**config.mk**
```make
export PLATFORM = sky130hd
export DESIGN_NAME = rsad_decoder
export DESIGN_NICKNAME = d
export VERILOG_FILES = /design/src/shared/rsad_pkg.sv /design/src/hw/rsad_decoder.sv
export SDC_FILE = /design/constraint.sdc
export NUM_CORES = 1
export LEC_CHECK = 0
export BUFFER_PORTS_ARGS = -buffer_cell sky130_fd_sc_hd__clkbuf_2
export CORE_UTILIZATION = 47
export CTS_CLUSTER_SIZE = 16
export DETAILED_ROUTE_END_ITERATION = 7
export GPL_TIMING_DRIVEN = 0
export PLACE_DENSITY_LB_ADDON = 0.15
export RECOVER_POWER = 25
export SLEW_MARGIN = 10
export SYNTH_ARGS = -nofsm -noshare
export SYNTH_HDL_FRONTEND = slang
export SYNTH_SLANG_ARGS = --single-unit
```
**constraint.sdc**
```tcl
create_clock -name clk -period 0.8 [get_ports clk]
set_clock_uncertainty 0.15 [all_clocks]
set_input_delay 0.04 -clock clk [delete_from_list [all_inputs] [get_ports clk]]
set_output_delay 0.04 -clock clk [all_outputs]
set_load 0.005 [all_outputs]
```
**src/shared/rsad_pkg.sv**
```systemverilog
// Constants and types for the register space address decoder
package rsad_pkg;

    // ********************************
    // Widths
    // ********************************
    localparam int ADDR_W = 23;
    localparam int DATA_W = 16;
    localparam int REG_W = 11;
    localparam int PG_W = 4;

    // ********************************
    // Targets
    // ********************************
    typedef enum logic [4:0] {
        T_PORT, T_MMAP, T_DEVID, T_DBGCMP, T_CLKRST, T_TMR_A, T_ADC,
        T_PWM, T_UART_A, T_UART_B, T_SPI, T_TWI, T_FCTL, T_INTC,
        T_CAN_A, T_CAN_B, T_MOTOR, T_DISP, T_STALL_A, T_STALL_B,
        T_STALL_C, T_STALL_D, T_TMR_B, T_VREG,
        T_DATA_FLASH, T_RAM, T_PROG_FLASH
    } rsad_tgt_t;
    localparam int NTGT = int'(T_PROG_FLASH) + 1;

    // ********************************
    // Register page windows
    // ********************************
    typedef struct packed {
        logic [REG_W-1:0] lo;
        logic [REG_W-1:0] hi;
        rsad_tgt_t tgt;
    } rsad_win_t;

    localparam int NWIN = 28;
    localparam int W_PORT_HI = 22;
    localparam int W_ADC = 9;
    localparam int W_CAN_B = 18;
    localparam rsad_win_t WINS [NWIN] = '{
        '{11'h000, 11'h009, T_PORT},
        '{11'h00C, 11'h00D, T_PORT},
        '{11'h01C, 11'h01F, T_PORT},
        '{11'h00A, 11'h00B, T_MMAP},
        '{11'h010, 11'h017, T_MMAP},
        '{11'h01A, 11'h01B, T_DEVID},
        '{11'h020, 11'h02F, T_DBGCMP},
        '{11'h034, 11'h03F, T_CLKRST},
        '{11'h040, 11'h06F, T_TMR_A},
        '{11'h070, 11'h09F, T_ADC},
        '{11'h0A0, 11'h0C7, T_PWM},
        '{11'h0C8, 11'h0CF, T_UART_A},
        '{11'h0D0, 11'h0D7, T_UART_B},
        '{11'h0D8, 11'h0DF, T_SPI},
        '{11'h0E0, 11'h0E7, T_TWI},
        '{11'h100, 11'h113, T_FCTL},
        '{11'h120, 11'h12F, T_INTC},
        '{11'h140, 11'h17F, T_CAN_A},
        '{11'h180, 11'h1BF, T_CAN_B},
        '{11'h1C0, 11'h1FF, T_MOTOR},
        '{11'h200, 11'h21F, T_DISP},
        '{11'h220, 11'h227, T_STALL_A},
        '{11'h240, 11'h29F, T_PORT},
        '{11'h228, 11'h22F, T_STALL_B},
        '{11'h230, 11'h237, T_STALL_C},
        '{11'h238, 11'h23F, T_STALL_D},
        '{11'h2A0, 11'h2CF, T_TMR_B},
        '{11'h2F0, 11'h2F7, T_VREG}
    };

    // ********************************
    // Global map
    // ********************************
    localparam logic [ADDR_W-1:0] REG_TOP = 23'h0007FF;
    localparam logic [ADDR_W-1:0] UNDEF_LO = 23'h000C00;
    localparam logic [ADDR_W-1:0] UNDEF_HI = 23'h000FFF;
    localparam logic [ADDR_W-1:0] DF_LO = 23'h100000;
    localparam logic [ADDR_W-1:0] DF_HIGH = 23'h101FFF;
    localparam logic [ADDR_W-1:0] DF_WIN_HI = 23'h13FFFF;
    localparam logic [ADDR_W-1:0] RAM_LOW_L = 23'h0FD000;
    localparam logic [ADDR_W-1:0] RAM_LOW_S = 23'h0FE000;
    localparam logic [ADDR_W-1:0] RAM_TOP = 23'h0FFFFF;
    localparam logic [ADDR_W-1:0] FL_LOW_L = 23'h7C0000;
    localparam logic [ADDR_W-1:0] FL_LOW_S = 23'h7E0000;
    localparam logic [ADDR_W-1:0] FL_TOP = 23'h7FFFFF;
    localparam int DF_PG_LSB = 10;
    localparam int RAM_PG_LSB = 12;
    localparam int FL_PG_LSB = 14;
    localparam logic [PG_W-1:0] DF_PAGES = 4'h8;
    localparam logic [PG_W-1:0] RAM_PAGES_L = 4'h3;
    localparam logic [PG_W-1:0] RAM_PAGES_S = 4'h2;
    // One bit wider than a page index: sixteen pages do not fit in four bits
    localparam logic [PG_W:0] FL_PAGES_L = 5'h10;
    localparam logic [PG_W:0] FL_PAGES_S = 5'h08;

    // ********************************
    // Bus request
    // ********************************
    typedef struct packed {
        logic valid;
        logic write;
        logic background_debug_master;
        logic [ADDR_W-1:0] addr;
        logic [DATA_W-1:0] wdata;
    } rsad_req_t;

endpackage

```
**src/hw/rsad_decoder.sv**
```systemverilog
// Register page and global memory map address decoder
`timescale 1ns/1ps

module rsad_decoder
    import rsad_pkg::*;
#(
    parameter bit LARGE = 1'b1
) (
    input wire logic clk,
    input wire logic reset_n,
    input wire rsad_req_t req,
    input wire logic [DATA_W-1:0] periph_rdata,
    output logic [NTGT-1:0] sel_r,
    output logic rd_r,
    output logic wr_r,
    output logic [ADDR_W-1:0] addr_r,
    output logic [DATA_W-1:0] wdata_r,
    output logic [DATA_W-1:0] rdata_r,
    output logic [PG_W-1:0] page_r,
    output logic illegal_rst_r
);

    // ********************************
    // Variant constants
    // ********************************
    localparam logic [ADDR_W-1:0] RAM_LOW = LARGE ? RAM_LOW_L : RAM_LOW_S;
    localparam logic [ADDR_W-1:0] FL_LOW = LARGE ? FL_LOW_L : FL_LOW_S;
    localparam logic [PG_W-1:0] RAM_PAGES = LARGE ? RAM_PAGES_L : RAM_PAGES_S;
    localparam logic [PG_W:0] FL_PAGES = LARGE ? FL_PAGES_L : FL_PAGES_S;

    // ********************************
    // Register page decode
    // ********************************
    wire logic [ADDR_W-1:0] addr = req.addr;
    wire logic [REG_W-1:0] reg_off = addr[REG_W-1:0];
    wire logic in_reg = addr <= REG_TOP;
    logic [NWIN-1:0] win_hit;
    logic [NTGT-1:0] reg_sel;

    genvar w;
    generate
        for (w = 0; w < NWIN; w++) begin : g_win
            // One comparator pair per window
            assign win_hit[w] = in_reg && reg_off >= WINS[w].lo
                && reg_off <= WINS[w].hi;
        end
    endgenerate

    // Several windows share a target, so fold hits onto targets
    always_comb begin
        reg_sel = '0;
        for (int i = 0; i < NWIN; i++) begin
            if (win_hit[i]) begin
                reg_sel[WINS[i].tgt] = 1'b1;
            end
        end
    end

    // ********************************
    // Memory decode
    // ********************************
    wire logic undef = addr >= UNDEF_LO && addr <= UNDEF_HI;
    wire logic df_hit = addr >= DF_LO && addr <= DF_HIGH;
    wire logic ram_hit = addr >= RAM_LOW && addr <= RAM_TOP;
    wire logic fl_hit = addr >= FL_LOW && addr <= FL_TOP;
    // Data flash window beyond its last page has no cells behind it
    wire logic reg_rsvd = in_reg && !(|win_hit);
    wire logic unimpl = !(in_reg || undef || df_hit || ram_hit || fl_hit);

    wire logic [ADDR_W-1:0] df_off = addr - DF_LO;
    wire logic [ADDR_W-1:0] ram_off = addr - RAM_LOW;
    wire logic [ADDR_W-1:0] fl_off = addr - FL_LOW;

    logic [NTGT-1:0] dec;
    always_comb begin
        dec = reg_sel;
        dec[T_DATA_FLASH] = df_hit;
        dec[T_RAM] = ram_hit;
        dec[T_PROG_FLASH] = fl_hit;
    end

    // ********************************
    // Next values
    // ********************************
    wire logic rd_req = req.valid && !req.write;
    wire logic wr_req = req.valid && req.write;
    wire logic claimed = |dec;
    // Select only on a live access; ranges are disjoint
    wire logic [NTGT-1:0] sel_nxt = req.valid ? dec : '0;
    // Reserved writes reach nobody
    wire logic wr_nxt = wr_req && claimed;
    wire logic rd_nxt = rd_req && claimed;
    // Undefined area passes whatever the fabric returns
    wire logic zero_rd = reg_rsvd || unimpl;
    wire logic [DATA_W-1:0] rdata_nxt =
        (rd_req && !zero_rd) ? periph_rdata : '0;
    // Debug master accesses never reset the part
    wire logic illegal_nxt = req.valid && !req.background_debug_master && unimpl;

    wire logic [PG_W-1:0] df_pg =
        {1'b0, df_off[DF_PG_LSB+2:DF_PG_LSB]};
    wire logic [PG_W-1:0] ram_pg =
        {2'b00, ram_off[RAM_PG_LSB+1:RAM_PG_LSB]};
    wire logic [PG_W-1:0] fl_pg =
        fl_off[FL_PG_LSB+PG_W-1:FL_PG_LSB];
    wire logic [PG_W-1:0] page_nxt =
        !req.valid ? '0 :
        df_hit ? df_pg :
        ram_hit ? ram_pg :
        fl_hit ? fl_pg : '0;

    // ********************************
    // Output registers
    // ********************************
    always_ff @(posedge clk or negedge reset_n) begin
        if (!reset_n) begin
            sel_r <= '0;
            rd_r <= 1'b0;
            wr_r <= 1'b0;
            addr_r <= '0;
            wdata_r <= '0;
            rdata_r <= '0;
            page_r <= '0;
            illegal_rst_r <= 1'b0;
        end else begin
            sel_r <= sel_nxt;
            rd_r <= rd_nxt;
            wr_r <= wr_nxt;
            addr_r <= addr;
            wdata_r <= req.wdata;
            rdata_r <= rdata_nxt;
            page_r <= page_nxt;
            illegal_rst_r <= illegal_nxt;
        end
    end

    // ********************************
    // Checks
    // ********************************
    // Table slots of the windows judged one by one below
    localparam int W_MMAP = 4;
    localparam int W_CLKRST = 7;
    localparam int W_PWM = 10;
    localparam int W_UART_B = 12;
    localparam int W_SPI = 13;
    localparam int W_TWI = 14;
    localparam int W_FCTL = 15;
    localparam int W_INTC = 16;
    localparam int W_MOTOR = 19;
    localparam int W_STALL_D = 25;
    localparam int W_TMR_B = 26;
endmodule

```
==> impl_metrics.json <==
{
  "core_area_sq_um": 7250,
  "cp_top_family": "simple AND/OR/NAND/NOR gates",
  "syn2layout_area_growth_pct": 66.1,
  "first_pass_iters": 4,
  "wirelength_um": 11000,
  "final-instance-count-excl-fill": 651,
  "antenna_found_initial": 0,
  "post-route-min-period_ns": 1.92,
  "setup_viol": 139,
  "vias": 3387,
  "fp.dieW_um": 88.8,
  "syn_area_sq_um": 3540,
  "yosys_warnings": 0,
  "ys_types": 50,
  "critPathMaxStageDelay_ns": 0.56,
  "final.period_utilization": 2.41,
  "outcome": "finished, violations left",
  "finalPower_mw": 8.82,
  "fp-row-count": 31,
  "ys_ff_latch": 89,
  "grt_pass1_wl_um": 15900,
  "dp.cells": 548,
  "overflow": 0,
  "remaining_drc_errors": 0,
  "ir_worst_vdd_uv": 964,
  "initial_utilization": 0.488,
  "tns_ns": -64.02,
  "ys.flop_type": "dfrtp_1",
  "wire_per_inst_um": 17.0,
  "cp_slowest_cell": "nor4_2",
  "relSlewSlack": 0.605,
  "synth_edf_count": 0,
  "drt-initial-drc-count": 179,
  "grt_pass1_vias": 3307,
  "place.port_buffers": 148,
  "ios": 149,
  "grt_start_max_net_pins": 49,
  "vias_per_cell": 5.20,
  "powerDensity_nw_per_um2": 1500,
  "cts_made_buffers": 9,
  "die_h_um": 88.8,
  "leakage_nw": 2.83,
  "synth_cells": 300,
  "hold_viol_final": 98,
  "hold_path_class": "in -> async",
  "antenna_cells": 0,
  "cp_data_required_time_ns": 0.91,
  "clkTransAtPathRegs_ns": 0.09,
  "hpwl_um": 6340,
  "fmax_ghz": 0.520,
  "drive_above_1_share": 0.513,
  "end_kind": "flop",
  "grt_use_total": 0.272,
  "syn_area_per_cell_sq_um": 11.8,
  "synth.yosys.seq_area_share": 0.629,
  "drt.antenna.violating_nets": 0,
  "synthesis.nets": 363,
  "dieArea_sq_um": 7880,
  "holdWs_ns": -0.454,
  "worst_pin_slew_ns": 0.593,
  "drv_cap": 0,
  "rsz0062_at_grt": "true",
  "clockBufferDepth": 2,
  "tritoncts": "built",
  "root_buffer": "clkbuf_8",
  "worstPathCellList": "clkbuf_8 -> buf_6 -> buf_6 -> nand3_2 -> nor3_4 -> mux2i_2 -> nor4_2 -> nor2_4 -> buf_6 -> nor3_2",
  "path_class": "in -> reg",
  "fin_nets": 610,
  "critPathMaxFanout": 10,
  "crit_top_cell": "buf_6",
  "worst_slack_ns": -1.12,
  "clock_sinks": 89,
  "maxSlewViolCount": 0,
  "crit_path_start_kind": "input pin",
  "crit_buf_inv": 4,
  "gp_congestion": 0.895,
  "async_reset_ff_frac": 1.00,
  "violations": "hold timing, setup timing",
  "h-tree-depth": 3,
  "worstPathArrival_ns": 2.03
}
## layout make-up
type	count	area, sq um
Timing Repair Buffer	238	1690
Buffer	16	141
Clock inverter	5	37.5
Multi-Input combinational cell	186	1480
Tap cell	99	124
Clock buffer	11	151
Fill cell	437	1370
Inverter	7	26.3
Sequential cell	89	2230
## cell usage after synthesis, types with 6 or more instances
cell type	instances	area, sq um
dfrtp_1	89	2230
nand4_1	9	56.3
nor3_1	21	105
clkbuf_1	9	33.8
inv_1	7	26.3
o21ai_0	6	30.0
nor4_1	8	50.1
nor3_2	10	100
or2_2	6	37.5
nor2_1	17	63.8
nand2_1	31	116
nand2b_1	6	37.5
a21oi_1	6	30.0
## state kept, by name, indices dropped and copies added (netlist names)
| register | count |
|---|---|
| illegal_rst_r | 1 |
| rdata_r | 16 |
| wr_r | 1 |
| wdata_r | 16 |
| sel_r | 27 |
| page_r | 4 |
| rd_r | 1 |
| addr_r | 23 |
## placed cells by master (no fill, tap or decap), drive strengths merged, types with 2 or more instances in the layout
master       count
nor3            32
a21boi           3
a22o             2
nor4b            3
nor2b            5
clkinvlp         2
nand3b           2
and2             3
nand3            5
or2              6
nor4             9
dlygate4sd3     51
nand2           31
ha               3
o21ai            6
nor2            18
and3             4
a21oi            6
mux2i            3
nand4            9
nor3b            4
or3              4
or3b             2
nand4b           2
nand2b           6
inv              9
buf             52
or4              3
dfrtp           89
clkbuf         162
## cells by family after synthesis
kind of cell    count (synthesis)  share of synthesized area
mux                             3                    0.00848
compound gates                 28                     0.0576
fa+ha+maj                       3                     0.0106
flops                          89                      0.629
buf+inv                        25                     0.0378
simple gates                  150                      0.252
xor+xnor                        2                    0.00495
## power breakdown
group | internal [mW] | total [mW] | leakage (nW) | switching [mW]
clock | 1.32 | 2.93 | 0.0924 | 1.61
sequential | 4.60 | 4.63 | 1.15 | 0.0318
combinational | 0.623 | 1.27 | 1.59 | 0.643
total | 6.54 | 8.82 | 2.83 | 2.28
## path summary, 6_finish.rpt
| kind | start | end | depth (start not counted) |
|---|---|---|---|
| setup / recovery | req[24] | rdata_r[2] | 10 |
| hold / removal | reset_n | rdata_r[13] | 1 |
| max in group asynchronous | reset_n | wdata_r[4] | 2 |
| min in group clk | req[20] | addr_r[4] | 1 |
## what timing repair did
| item | CTS | global route |
|---|---|---|
| resized for setup | 40 | 35 |
| endpoints found under the setup margin | 139 | 139 |
| setup buffers | 28 | 12 |
| hold endpoints to repair | 115 | 60 |
| hold buffers | 50 | 1 |
| pin swaps | 12 | 13 |
## metal layers
layer  vias to the layer above  routed length (um)  global-route usage
li1                       1547                   -                   -
met5                         -                   0                   0
met3                        25                 829              0.0681
met1                      1640                4460               0.351
met2                       175                5490               0.463
met4                         0                 266              0.0674
## metrics by stage
stage / area (sq um) / setup slack (ns) / hold WS, ns / utilization
global placement: 4570 / -1.66 / -0.00123 / 0.630
detailed placement: 4600 / -1.69 / -0.0593 / 0.634
global route: 5880 / -1.22 / -0.423 / 0.811
CTS: 5670 / -1.17 / -0.447 / 0.782
finish: 5880 / -1.12 / -0.454 / 0.811
floorplan: 3710 / -1.29 / -0.406 / -
No activity file was read; power rests on OpenSTA's default activity.
